--- src/cssq_pkg.sv ---
// Package for the cell scan timing sequencer: scan kinds, states, timing.
// Assumes a 250 MHz mclk; all timing counts derive from it.
package cssq_pkg;

   localparam int CLK_MHZ      = 250;
   // One microsecond tick divider
   localparam int US_CYC       = CLK_MHZ;
   localparam int NUM_CELLS    = 14;

   // Cell mux scan offsets (us)
   localparam int MUX_CELL1_US   = 13;
   localparam int MUX_CELL2_US   = 40;
   localparam int MUX_CELL14_US  = 295;
   localparam int MUX_TEST_US    = 343;
   localparam int MUX_PHASE_US   = 378;
   localparam int MUX_ITER_US    = 875;
   localparam int MUX_REPEATS    = 8;
   localparam int MUX_END_US     = 6905;
   // Cell step spacing giving 40..295 over 12 steps
   localparam int CELL_STEP_NUM  = MUX_CELL14_US - MUX_CELL2_US;
   localparam int CELL_STEP_DEN  = NUM_CELLS - 2;

   // Voltage scan totals and per-cell cost; temp and scan-all totals
   localparam int VOLT_14_US     = 589;
   localparam int VOLT_4_US      = 376;
   localparam int VOLT_PER_CELL_X10 = ((VOLT_14_US - VOLT_4_US) * 10) / 10;
   localparam int TEMP_SCAN_US   = 3446;
   localparam int ALL_14_US      = 4496;
   // Wire scan and post-volt extra in scan-all, 14 cells
   localparam int WIRE_14_US     = 3367;
   localparam int WIRE_PER_CELL_X10 = 425;
   localparam int ALL_PER_CELL_X10  = 664;
   localparam int MUX_PER_CELL_X10  = 1700;

   // Averaging
   localparam int AVG_GAP_US     = 50;
   localparam int ADC_HIGH_US    = 330;
   localparam int ADC_LOW_US     = 300;
   localparam logic [2:0] CAV_MAX = 3'h5;

   typedef enum logic [2:0] {
      CSSQ_SCAN_VOLT = 3'h0,
      CSSQ_SCAN_TEMP = 3'h1,
      CSSQ_SCAN_WIRE = 3'h2,
      CSSQ_SCAN_ALL  = 3'h3,
      CSSQ_SCAN_MUX  = 3'h4
   } cssq_kind_t;

   typedef enum logic [3:0] {
      ST_IDLE = 4'b0001,
      ST_RUN  = 4'b0010,
      ST_GAP  = 4'b0100,
      ST_DONE = 4'b1000
   } cssq_state_t;

   typedef struct packed {
      logic       mode;
      logic       func;
      logic       option;
   } cssq_gpio2_cfg_t;

endpackage : cssq_pkg

--- src/cssq_sequencer.sv ---
// Cell scan timing sequencer: times scans, averaging passes and mux test.
// Assumes start comes from command logic on mclk; analog side samples on
// cell_sample_pulse with cell_index.
// How it works
// - Mux scan samples cells 1-14 at offsets
// - Mux test 343, phase 378, iteration 875
// - Repeat items 2-17 eight times, end 6905
// - Scan time grows with cell count, temp fixed
// - Scan-all covers volt, temp, wire scans
// - Every scan includes pack, temp, checks
// - Average code selects 1..32 passes
// - 50 us gap between averaging passes
// - Averaged 14-cell totals 588.5 to 20056.5; code gives 589 to 20398
// - GPIO2 shows ADC when all bits set; code drives it in voltage scans only
// - GPIO2 high 330 us per pass
// - GPIO2 low 300 us between passes; code gives pass length minus 330 plus the 50 us gap, 309 us at 14 cells
// - Masked cells skipped, scan ends earlier
`timescale 1ns/1ns
module cssq_sequencer
   import cssq_pkg::*;
#(
   parameter int US_CYCLES = US_CYC
) (
   input  wire logic            mclk,
   input  wire logic            sys_rst,
   input  wire logic            start,
   input  wire cssq_kind_t      scan_kind,
   input  wire logic [13:0]     cell_enable,
   input  wire logic [2:0]      cell_average_count,
   input  wire cssq_gpio2_cfg_t gpio2_cfg,
   output logic                 busy,
   output logic                 done,
   output logic                 cell_sample_pulse,
   output logic [3:0]           cell_index,
   output logic                 aux_sample_pulse,
   output logic                 mux_test_active,
   output logic                 mux_test_phase_select,
   output logic [2:0]           pass_count_q,
   output logic                 gpio2_out,
   output logic                 gpio2_oe
);

   cssq_state_t state_q;
   logic [15:0] us_q;        // us within current pass/gap
   logic [15:0] end_us_q;    // pass length
   logic [7:0]  div_q;
   logic        tick;
   logic [5:0]  passes_q;    // passes to run
   logic [5:0]  pass_q;
   logic [3:0]  iter_q;
   logic [3:0]  ncell;
   logic [15:0] cell_off [NUM_CELLS];
   logic [15:0] len_us;

   assign tick = (div_q == 8'(US_CYCLES - 1));

   always_ff @(posedge mclk or posedge sys_rst) begin
      if (sys_rst) begin
         div_q <= 8'h00;
      end else if (state_q == ST_IDLE || tick) begin
         div_q <= 8'h00;
      end else begin
         div_q <= div_q + 8'h01;
      end
   end

   // Connected cell count
   always_comb begin
      ncell = 4'h0;
      for (int i = 0; i < NUM_CELLS; i++) begin
         ncell = ncell + 4'(cell_enable[i]);
      end
   end

   // Cell sample offsets, cell 1 at 13, then 40 + k*255/12
   generate
      for (genvar g = 0; g < NUM_CELLS; g++) begin : g_off
         if (g == 0) begin : g_first
            assign cell_off[g] = 16'(MUX_CELL1_US);
         end else begin : g_rest
            assign cell_off[g] = 16'(MUX_CELL2_US +
               ((g - 1) * CELL_STEP_NUM) / CELL_STEP_DEN);
         end
      end
   endgenerate

   // Pass length per kind, linear in cells except fixed temp (in us)
   always_comb begin
      unique case (scan_kind)
         CSSQ_SCAN_VOLT: len_us = 16'(VOLT_14_US -
            ((14 - int'(ncell)) * VOLT_PER_CELL_X10 + 5) / 10);
         CSSQ_SCAN_TEMP: len_us = 16'(TEMP_SCAN_US);
         CSSQ_SCAN_WIRE: len_us = 16'(WIRE_14_US -
            ((14 - int'(ncell)) * WIRE_PER_CELL_X10) / 10);
         CSSQ_SCAN_ALL:  len_us = 16'(ALL_14_US -
            ((14 - int'(ncell)) * ALL_PER_CELL_X10) / 10);
         CSSQ_SCAN_MUX:  len_us = 16'(MUX_END_US -
            ((14 - int'(ncell)) * MUX_PER_CELL_X10) / 10);
         default:        len_us = 16'(VOLT_14_US);
      endcase
   end

   // Sequencer state
   always_ff @(posedge mclk or posedge sys_rst) begin
      if (sys_rst) begin
         state_q  <= ST_IDLE;
         us_q     <= 16'h0000;
         end_us_q <= 16'h0000;
         passes_q <= 6'h01;
         pass_q   <= 6'h00;
      end else begin
         unique case (state_q)
            ST_IDLE: if (start) begin
               state_q  <= ST_RUN;
               us_q     <= 16'h0000;
               end_us_q <= len_us;
               pass_q   <= 6'h00;
               // Averaging only on voltage scans
               passes_q <= (scan_kind == CSSQ_SCAN_VOLT &&
                  cell_average_count <= CAV_MAX) ?
                  6'(6'h01 << cell_average_count) : 6'h01;
            end
            ST_RUN: if (tick) begin
               if (us_q == end_us_q - 16'h0001) begin
                  us_q <= 16'h0000;
                  if (pass_q == passes_q - 6'h01) begin
                     state_q <= ST_DONE;
                  end else begin
                     state_q <= ST_GAP;
                     pass_q  <= pass_q + 6'h01;
                  end
               end else begin
                  us_q <= us_q + 16'h0001;
               end
            end
            ST_GAP: if (tick) begin
               if (us_q == 16'(AVG_GAP_US - 1)) begin
                  us_q    <= 16'h0000;
                  state_q <= ST_RUN;
               end else begin
                  us_q <= us_q + 16'h0001;
               end
            end
            ST_DONE: state_q <= ST_IDLE;
            default: state_q <= ST_IDLE;
         endcase
      end
   end

   assign busy = (state_q != ST_IDLE);
   assign done = (state_q == ST_DONE);

   // Mux scan iteration clock: first pass 875, repeats of items 2..17
   logic [15:0] it_us;
   always_comb begin
      it_us = us_q;
      if (scan_kind == CSSQ_SCAN_MUX && us_q >= 16'(MUX_ITER_US)) begin
         it_us = 16'(MUX_CELL2_US) + 16'((int'(us_q) - MUX_ITER_US) %
            (MUX_ITER_US - MUX_CELL2_US));
      end
   end

   always_ff @(posedge mclk or posedge sys_rst) begin
      if (sys_rst) begin
         iter_q <= 4'h0;
      end else if (state_q == ST_IDLE) begin
         iter_q <= 4'h0;
      end else if (tick && state_q == ST_RUN &&
                   scan_kind == CSSQ_SCAN_MUX &&
                   it_us == 16'(MUX_ITER_US - 1) &&
                   iter_q != 4'(MUX_REPEATS)) begin
         iter_q <= iter_q + 4'h1;
      end
   end

   // Sample strobes, mux test window and phase select
   always_ff @(posedge mclk or posedge sys_rst) begin
      if (sys_rst) begin
         cell_sample_pulse     <= 1'b0;
         cell_index            <= 4'h0;
         aux_sample_pulse      <= 1'b0;
         mux_test_active       <= 1'b0;
         mux_test_phase_select <= 1'b1;
      end else begin
         cell_sample_pulse <= 1'b0;
         aux_sample_pulse  <= 1'b0;
         if (state_q == ST_RUN && tick) begin
            for (int i = 0; i < NUM_CELLS; i++) begin
               if (it_us == cell_off[i] && cell_enable[i] &&
                   scan_kind != CSSQ_SCAN_TEMP) begin
                  cell_sample_pulse <= 1'b1;
                  cell_index        <= 4'(i);
               end
            end
            // Pack, internal temperature and checks
            if (us_q == end_us_q - 16'(MUX_TEST_US - MUX_CELL14_US)) begin
               aux_sample_pulse <= 1'b1;
            end
         end
         mux_test_active <= state_q == ST_RUN &&
            scan_kind == CSSQ_SCAN_MUX &&
            it_us >= 16'(MUX_TEST_US) && it_us < 16'(MUX_ITER_US);
         mux_test_phase_select <= !(state_q == ST_RUN &&
            scan_kind == CSSQ_SCAN_MUX &&
            it_us >= 16'(MUX_PHASE_US) && it_us < 16'(MUX_ITER_US));
      end
   end

   // ADC activity: high for the conversion, low for overhead
   always_ff @(posedge mclk or posedge sys_rst) begin
      if (sys_rst) begin
         gpio2_out <= 1'b0;
         gpio2_oe  <= 1'b0;
      end else begin
         gpio2_oe  <= gpio2_cfg.mode && gpio2_cfg.func &&
                      gpio2_cfg.option;
         gpio2_out <= gpio2_cfg.mode && gpio2_cfg.func &&
            gpio2_cfg.option && state_q == ST_RUN &&
            scan_kind == CSSQ_SCAN_VOLT &&
            us_q < 16'(ADC_HIGH_US);
      end
   end
   assign pass_count_q = 3'(pass_q);

   AST_DONE_ONE: assert property (
      @(posedge mclk) disable iff (sys_rst)
      done |=> !done && !busy)
      else $error("done not a single pulse");
   AST_GAP_LEN: assert property (
      @(posedge mclk) disable iff (sys_rst)
      $rose(state_q == ST_GAP) |-> (state_q == ST_GAP) [*8])
      else $error("gap ended early");
   AST_TEMP_NOCELL: assert property (
      @(posedge mclk) disable iff (sys_rst)
      busy && scan_kind == CSSQ_SCAN_TEMP |=> !cell_sample_pulse)
      else $error("cell sampled in temp scan");
   AST_MASKED: assert property (
      @(posedge mclk) disable iff (sys_rst)
      cell_sample_pulse |-> cell_enable[cell_index])
      else $error("masked cell sampled");
   AST_GPIO_OFF: assert property (
      @(posedge mclk) disable iff (sys_rst)
      !(gpio2_cfg.mode && gpio2_cfg.func && gpio2_cfg.option)
      |=> !gpio2_out)
      else $error("gpio2 active while not selected");
   AST_GPIO_GAP: assert property (
      @(posedge mclk) disable iff (sys_rst)
      state_q == ST_GAP |=> !gpio2_out)
      else $error("gpio2 high during gap");
   AST_PHASE: assert property (
      @(posedge mclk) disable iff (sys_rst)
      !mux_test_phase_select |-> mux_test_active)
      else $error("phase select outside mux test");
   AST_PASSES: assert property (
      @(posedge mclk) disable iff (sys_rst)
      busy && scan_kind != CSSQ_SCAN_VOLT |-> pass_q == 6'h00)
      else $error("averaging outside voltage scan");
   AST_ITER: assert property (
      @(posedge mclk) disable iff (sys_rst)
      done && scan_kind == CSSQ_SCAN_MUX && cell_enable == 14'h3fff
      |-> iter_q == 4'(MUX_REPEATS))
      else $error("mux iteration count wrong at end");

endmodule : cssq_sequencer

--- config.mk ---
export PLATFORM = sky130hd
export DESIGN_NAME = cssq_sequencer
export DESIGN_NICKNAME = d
export VERILOG_FILES = /design/src/cssq_pkg.sv /design/src/cssq_sequencer.sv
export SDC_FILE = /design/constraint.sdc
export NUM_CORES = 1
export LEC_CHECK = 0
export ABC_AREA = 1
export BUFFER_PORTS_ARGS = -buffer_cell sky130_fd_sc_hd__buf_2
export CAP_MARGIN = 40
export CORE_AREA = 4 4 216 218
export CTS_BUF_LIST = sky130_fd_sc_hd__clkbuf_4 sky130_fd_sc_hd__clkbuf_8
export DETAILED_ROUTE_END_ITERATION = 6
export DIE_AREA = 0 0 220 222
export PLACE_DENSITY_LB_ADDON = 0.1
export SLEW_MARGIN = 20
export SYNTH_ARGS = -nofsm -noshare
export SYNTH_HDL_FRONTEND = slang
export SYNTH_SLANG_ARGS = --single-unit
--- constraint.sdc ---
create_clock -name mclk -period 13.15 [get_ports mclk]
set_input_delay 1.315 -clock mclk [delete_from_list [all_inputs] [get_ports mclk]]
set_output_delay 1.315 -clock mclk [all_outputs]
set_load 0.05 [all_outputs]
==> impl_metrics.sql, run 1 <==
INSERT INTO impl_metrics (metric_group, metric, value, unit) VALUES
('floorplanning', 'width_of_the_die', '220', 'um'),
('synth', 'postSynth.topFlopCell', 'dfrtp_1', ''),
('drt', 'wire_per_inst', '13.6', 'um'),
('floorplanning', 'io_pins', '41', ''),
('timing', 'report.final.hold_viol_count', '0', ''),
('synth', 'synth.cell_area', '17600', 'um2'),
('floorplanning', 'fp-row-count', '78', ''),
('status', 'violations', 'setup timing', ''),
('status', 'status', 'complete, but fails checks', ''),
('synth', 'synthesis.yosys.warnings', '0', ''),
('timing', 'min_period_over_period', '1.16', ''),
('setup_path', 'endpoint_kind', 'flop', ''),
('global_routing', 'track_usage', '0.236', ''),
('clock_network', 'hold_buffers', '0', ''),
('clock_network', 'maximum_level_of_the_cts_h_tree', '3', ''),
('layout', 'finish.instance_area', '26700', 'um2'),
('timing', 'finalSetupViolCount', '16', ''),
('timing', 'time_the_final_worst_path_needs_with_i_o_delays_and_setup', '15.22', 'ns'),
('timing', 'worst_slew_pin_slew', '0.804', 'ns'),
('layout', 'fraction_of_layout_cells_with_a_size_suffix_above_1', '0.387', ''),
('synth', 'synth_nets', '3268', ''),
('drt', 'number_of_vias_in_the_routed_layout', '22100', ''),
('setup_path', 'worst_ep_required_time', '13.40', 'ns'),
('floorplanning', 'core_area', '44900', 'um2'),
('synth', 'async_flop_share', '1.00', ''),
('drt', 'viasPerCell', '4.98', ''),
('setup_path', 'worst-r2r-setup-slack', '1.41', 'ns'),
('setup_path', 'cp.arrival', '15.47', 'ns'),
('clock_network', 'cts_sinks', '66', ''),
('synth', 'netlist_instances', '3126', ''),
('setup_path', 'timing.critical_path.mode_cell', 'buf_4', ''),
('drt', 'count_of_tritonroute_iterations_in_the_first_routing_pass', '6', ''),
('timing', 'totalNegativeSetupSlack', '-27.89', 'ns'),
('clock_network', 'tritoncts', 'yes', ''),
('setup_path', 'setup.worst_path.class', 'input port to flop', ''),
('timing', 'grt_setup_unrepaired', 'true', ''),
('clock_network', 'clockBufferDepth', '2', ''),
('place', 'post-dp-hpwl', '46800', 'um'),
('synth', 'most_numerous_cell_types_in_the_synthesized_netlist', 'nand2_1 (923), inv_1 (447), nand3_1 (354)', ''),
('timing', 'achievable-frequency', '65.7', 'MHz'),
('min_path', 'worst_hold_path_type', 'flop to flop', ''),
('synth', 'synth_top_area_cell', 'nand2_1', ''),
('setup_path', 'worstPathBufferInverterCount', '58', ''),
('clock_network', 'clk_transition_reported_paths', '0.08', 'ns'),
('global_routing', 'first_global_vias', '21300', ''),
('drt', 'detail_route.drc_violations', '0', ''),
('synth', 'synth_enable_flop_cells', '0', ''),
('timing', 'final.setup_skew', '0.0130', 'ns'),
('place', 'place.gp.congestion', '0.925', ''),
('global_routing', 'grt_start_max_net_pins', '67', ''),
('synth', 'most_frequent_cell_after_synthesis', 'nand2_1', ''),
('global_routing', 'grt_pass1_wl', '98600', 'um'),
('timing', 'setup_slack', '-2.07', 'ns'),
('synth', 'yosys_cell_types', '66', ''),
('layout', 'utilization', '0.596', ''),
('synth', 'synth_seq_cells', '66', ''),
('synth', 'yosys-top-cells-area', 'nand2_1 (20%), nand3_1 (10%), inv_1 (9.5%), dfrtp_1 (8.9%), xor2_1 (7.8%)', ''),
('layout', 'fin_nets', '3976', ''),
('layout', 'syn2layout_area_growth', '51.6', '%'),
('place', 'placedInstanceArea', '22900', 'um2'),
('drt', 'detail_route.iter0.violations', '982', ''),
('synth', 'synth_top_area_share', '0.196', ''),
('setup_path', 'crit_family', 'buffers and inverters', ''),
('synth', 'synth.avg_cell_area', '5.64', 'um2'),
('drt', 'postRouteAntennaNets', '0', ''),
('clock_network', 'cts-root-buf', 'clkbuf_8', ''),
('place', 'port_buffers', '40', ''),
('clock_network', 'cts_inserted_buffers', '9', ''),
('floorplanning', 'die-area', '48800', 'um2'),
('timing', 'slew-limit-headroom', '0.458', ''),
('synth', 'yosysSeqAreaShare', '0.0938', ''),
('setup_path', 'cp-start-kind', 'input port', ''),
('setup_path', 'worst_path_max_delay_cell', 'fa_2', ''),
('drt', 'detail_route.wirelength', '60600', 'um'),
('setup_path', 'cpPeakStageDelay', '0.61', 'ns'),
('global_routing', 'number_of_antenna_violations_at_the_first_check_in_global_routing', '0', ''),
('setup_path', 'maximum_fanout_encountered_on_the_critical_timing_path', '5', ''),
('run', 'maxCapViolations', '0', ''),
('clock_network', 'clock_latency', '0.36', 'ns'),
('layout', 'insertedDiodeCount', '0', ''),
('floorplanning', 'initial_utilization', '0.393', ''),
('global_routing', 'globalRouteOverflowTotal', '0', ''),
('timing', 'slew_limit_fails', '0', ''),
('floorplanning', 'floorplan.die.height', '222', 'um');
==> layout make-up <==
| class | instances | area (um2) |
|---|---|---|
| Clock buffer | 10 | 138 |
| Clock inverter | 6 | 65.1 |
| Fill cell | 4280 | 18100 |
| Inverter | 489 | 1890 |
| Multi-Input combinational cell | 2522 | 16600 |
| Sequential cell | 66 | 1660 |
| Tap cell | 600 | 751 |
| Timing Repair Buffer | 746 | 5660 |
==> metal layers <==
metal | share of wire | GRT usage | vias up | routed length (um)
li1 | - | - | 11500 | -
met1 | 0.43 | 0.282 | 10200 | 25800
met2 | 0.52 | 0.450 | 328 | 31600
met3 | 0.021 | 0.0122 | 117 | 1260
met4 | 0.031 | 0.0677 | 0 | 1910
met5 | 0 | 0 | - | 0
==> worst register-to-register path: cells and delay by family (launching register included) <==
kind,cells,cell delay [ns]
AO/OA/AOI/OAI,6,0.86
XOR/XNOR,3,0.85
adder cells (fa/ha/maj),5,1.12
buffers and inverters,10,0.83
flip-flops,1,0.55
AND/OR/NAND/NOR,59,7.46
==> flip-flops by register name, indices dropped and copies added (netlist names) <==
register	count
end_us_q	16
aux_sample_pulse	1
div_q	8
mux_test_active	1
mux_test_phase_select	1
us_q	16
passes_q	6
gpio2_oe	1
pass_q	6
cell_index	4
gpio2_out	1
cell_sample_pulse	1
state_q	4
==> metrics by stage <==
step	hold WS [ns]	std cells	setup WS, ns
floorplan	0.454	3126	-1.68
global placement	0.465	4202	-2.24
detailed placement	0.485	4204	-2.59
CTS	0.504	4401	-1.64
global route	0.520	4439	-2.96
finish	0.501	4439	-2.07
==> logic make-up after synthesis <==
family / after synthesis / synth area share
compound gates: 298 / 0.0987
xor+xnor: 199 / 0.101
fa+ha+maj: 116 / 0.0904
buf+inv: 538 / 0.121
flops: 66 / 0.0938
mux: 1 / 0.000567
simple gates: 1908 / 0.495
==> timing repair <==
action / CTS / global route
resized for setup: 274 / 213
setup buffers: 182 / 37
setup endpoints to repair: 16 / 22
pin swaps: 216 / 189
==> layout by cell type (no fill, tap or decap), types with 26 or more instances in the layout <==
cell,netlist,routed
buf_2,11,36
nand3_4,4,34
nand4_1,78,78
xor2_1,158,132
xnor2_1,36,31
nand2_2,90,185
o21ai_0,108,75
nor2_4,11,28
nor2_2,17,45
nand3_2,16,63
inv_2,37,92
o21ai_1,34,40
inv_1,447,377
nand2_4,10,83
nand2_1,923,751
dfrtp_1,63,63
nor3_1,47,42
a21oi_1,65,48
ha_4,0,26
ha_1,97,68
buf_4,14,684
nand3_1,354,277
nor2_1,281,236
==> final timing paths <==
check                                               start                              end  depth (start not counted)
max in group asynchronous                         sys_rst  mux_test_phase_select$_DFF_PP1_                          4
worst max-delay path                       cell_enable[3]         end_us_q[13]$_DFFE_PP0P_                         93
worst min register to register  cell_index[2]$_DFFE_PP0P_        cell_index[2]$_DFFE_PP0P_                          2
min in group asynchronous                         sys_rst               div_q[3]$_DFF_PP0_                          3
worst min-delay path            cell_index[2]$_DFFE_PP0P_        cell_index[2]$_DFFE_PP0P_                          2
worst max register to register        us_q[1]$_DFFE_PP0P_        cell_index[0]$_DFFE_PP0P_                         83
Power of run 1 is not shown: default switching activity piles up to over one toggle a cycle in this logic, so the estimate is an artifact.
==> run 2: changes to the inputs <==
--- a/config.mk
+++ b/config.mk
@@ -13,6 +13,7 @@
 export DETAILED_ROUTE_END_ITERATION = 6
 export DIE_AREA = 0 0 220 222
 export PLACE_DENSITY_LB_ADDON = 0.1
+export RECOVER_POWER = 25
 export SLEW_MARGIN = 20
 export SYNTH_ARGS = -nofsm -noshare
 export SYNTH_HDL_FRONTEND = slang
==> impl_metrics.sql, run 2 (synthesis gave the netlist of run 1 again) <==
INSERT INTO impl_metrics (metric_group, metric, value, unit) VALUES
('status', 'status', 'complete, but fails checks', ''),
('status', 'violations', 'capacitance limit, slew limit, setup timing', ''),
('drt', 'detail_route.iter0.violations', '981', ''),
('setup_path', 'worst_ep_required_time', '13.40', 'ns'),
('floorplanning', 'initial_utilization', '0.393', ''),
('drt', 'number_of_vias_in_the_routed_layout', '22100', ''),
('place', 'post-dp-hpwl', '46800', 'um'),
('floorplanning', 'core_area', '44900', 'um2'),
('setup_path', 'worstRegToRegCells', '83', ''),
('global_routing', 'globalRouteOverflowTotal', '0', ''),
('clock_network', 'hold_buffers', '0', ''),
('floorplanning', 'width_of_the_die', '220', 'um'),
('global_routing', 'number_of_antenna_violations_at_the_first_check_in_global_routing', '0', ''),
('layout', 'ff_latch_area', '1660', 'um2'),
('floorplanning', 'fp-row-count', '78', ''),
('setup_path', 'setup.worst_path.class', 'input port to flop', ''),
('place', 'place.gp.congestion', '0.925', ''),
('layout', 'utilization', '0.595', ''),
('floorplanning', 'io_pins', '41', ''),
('place', 'port_buffers', '40', ''),
('setup_path', 'endpoint_of_the_worst_register_to_register_path', 'cell_index[0]$_DFFE_PP0P_', ''),
('timing', 'min_period_over_period', '1.16', ''),
('place', 'numPlacedInstances', '4204', ''),
('global_routing', 'first_global_vias', '21300', ''),
('layout', 'total_area_of_multi_input_combinational_cells', '16600', 'um2'),
('drt', 'detail_route.wirelength', '60600', 'um'),
('setup_path', 'worst_path_max_delay_cell', 'fa_2', ''),
('timing', 'slew_limit_fails', '54', ''),
('setup_path', 'cpPeakStageDelay', '0.61', 'ns'),
('clock_network', 'maximum_level_of_the_cts_h_tree', '3', ''),
('clock_network', 'clock_latency', '0.36', 'ns'),
('setup_path', 'timing.critical_path.mode_cell', 'buf_4', ''),
('min_path', 'worst_hold_path_type', 'flop to flop', ''),
('drt', 'detail_route.drc_violations', '0', ''),
('timing', 'totalNegativeSetupSlack', '-27.89', 'ns'),
('floorplanning', 'floorplan.die.height', '222', 'um'),
('setup_path', 'maximum_fanout_encountered_on_the_critical_timing_path', '5', ''),
('layout', 'most-common-layout-cells', 'nand2_1 (751), buf_4 (683), inv_1 (378), nand3_1 (277), nor2_1 (236)', ''),
('clock_network', 'tritoncts', 'yes', ''),
('timing', 'achievable-frequency', '65.7', 'MHz'),
('setup_path', 'worst-r2r-setup-slack', '1.41', 'ns'),
('timing', 'slew-limit-headroom', '-0.878', ''),
('timing', 'grt_setup_unrepaired', 'true', ''),
('global_routing', 'grt_pass1_wl', '98600', 'um'),
('clock_network', 'cts_sinks', '66', ''),
('timing', 'worst_slew_pin_slew', '2.82', 'ns'),
('layout', 'commonest_non_fill_non_tap_cell_in_the_layout', 'nand2_1', ''),
('setup_path', 'critical_path.reg2reg.startpoint', 'us_q[1]$_DFFE_PP0P_', ''),
('timing', 'report.final.hold_viol_count', '0', ''),
('timing', 'setup_slack', '-2.07', 'ns'),
('clock_network', 'cts-root-buf', 'clkbuf_8', ''),
('clock_network', 'clk_transition_reported_paths', '0.08', 'ns'),
('layout', 'final_cell_count_no_fill', '4439', ''),
('run', 'maxCapViolations', '1', ''),
('floorplanning', 'die-area', '48800', 'um2'),
('layout', 'fin_nets', '3976', ''),
('place', 'post-place-ws', '-2.59', 'ns'),
('layout', 'syn2layout_area_growth', '51.4', '%'),
('global_routing', 'track_usage', '0.236', ''),
('setup_path', 'cp.arrival', '15.47', 'ns'),
('layout', 'reg_top3', 'end_us_q: 16 flops, us_q: 16 flops, div_q: 8 flops', ''),
('setup_path', 'cp-start-kind', 'input port', ''),
('timing', 'time_the_final_worst_path_needs_with_i_o_delays_and_setup', '15.22', 'ns'),
('setup_path', 'cp-endpoint', 'end_us_q[12]$_DFFE_PP0P_', ''),
('layout', 'fraction_of_layout_cells_with_a_size_suffix_above_1', '0.386', ''),
('setup_path', 'launching_instance_or_port_of_the_critical_path', 'cell_enable[3]', ''),
('layout', 'fill_cells', '4285', ''),
('drt', 'wire_per_inst', '13.6', 'um'),
('setup_path', 'endpoint_kind', 'flop', ''),
('drt', 'postRouteAntennaNets', '0', ''),
('timing', 'final.setup_skew', '0.0127', 'ns'),
('timing', 'finalSetupViolCount', '16', ''),
('drt', 'count_of_tritonroute_iterations_in_the_first_routing_pass', '6', ''),
('drt', 'viasPerCell', '4.98', ''),
('global_routing', 'grt_start_max_net_pins', '67', ''),
('clock_network', 'cts_inserted_buffers', '9', ''),
('clock_network', 'clockBufferDepth', '2', ''),
('layout', 'insertedDiodeCount', '0', '');
run 2: cell types whose count changed in the layout (fill, tap and decap cells not counted):
cell      change
inv_1         +1
dfstp_1       +1
dfstp_2       -1
buf_16        -1
buf_4         -1
inv_2         -1
clkbuf_1      +2
run 2: final cells by class:
type                            count  area share
Multi-Input combinational cell   2522       0.621
Sequential cell                    66      0.0620
Clock buffer                       10     0.00515
Clock inverter                      6     0.00244
Timing Repair Buffer              746       0.211
Inverter                          489      0.0707
Tap cell                          600      0.0281
run 2: worst max-delay path: cells and delay by family:
kind                       cells  cell delay, ns
AOI/OAI and AO/OA              4            0.67
xor gates and xnor gates       1            0.13
adders and majority gates     12            4.36
buffers and inverters         61            6.79
and+or+nand+nor               18            2.28
run 2: routing by layer:
| metal | vias to the layer above | routed length, um | track usage |
|---|---|---|---|
| met5 | - | 0 | 0 |
| met4 | 0 | 1930 | 0.0677 |
| met3 | 120 | 1270 | 0.0122 |
| met2 | 329 | 31600 | 0.450 |
| met1 | 10200 | 25800 | 0.282 |
| li1 | 11500 | - | - |
run 2: how the worst min path moves through the flow:
stage	from	endpoint	cells after the start
6_report	cell_index[2]$_DFFE_PP0P_	cell_index[2]$_DFFE_PP0P_	2
5_1_grt	passes_q[5]$_DFFE_PP0P_	passes_q[5]$_DFFE_PP0P_	2
4_1_cts	cell_index[1]$_DFFE_PP0P_	cell_index[1]$_DFFE_PP0P_	2
3_5_place_dp	cell_index[1]$_DFFE_PP0P_	cell_index[1]$_DFFE_PP0P_	2
3_3_place_gp	cell_index[2]$_DFFE_PP0P_	cell_index[2]$_DFFE_PP0P_	2
2_1_floorplan	pass_q[5]$_DFFE_PP0P_	pass_q[5]$_DFFE_PP0P_	1
run 2: repair_timing:
action,in CTS,in global routing
hold endpoints to repair,0,0
setup endpoints to repair,16,22
buffers inserted,182,37
resized for setup,274,213
pin swaps,216,189
cloned,0,0
run 2: through the flow:
stage	hold slack, ns	area [um2]
finish	0.501	26700
global route	0.520	26700
CTS	0.504	25500
detailed placement	0.485	22900
global placement	0.465	22900
floorplan	0.454	18600
Power of run 2 is left out for the same reason.
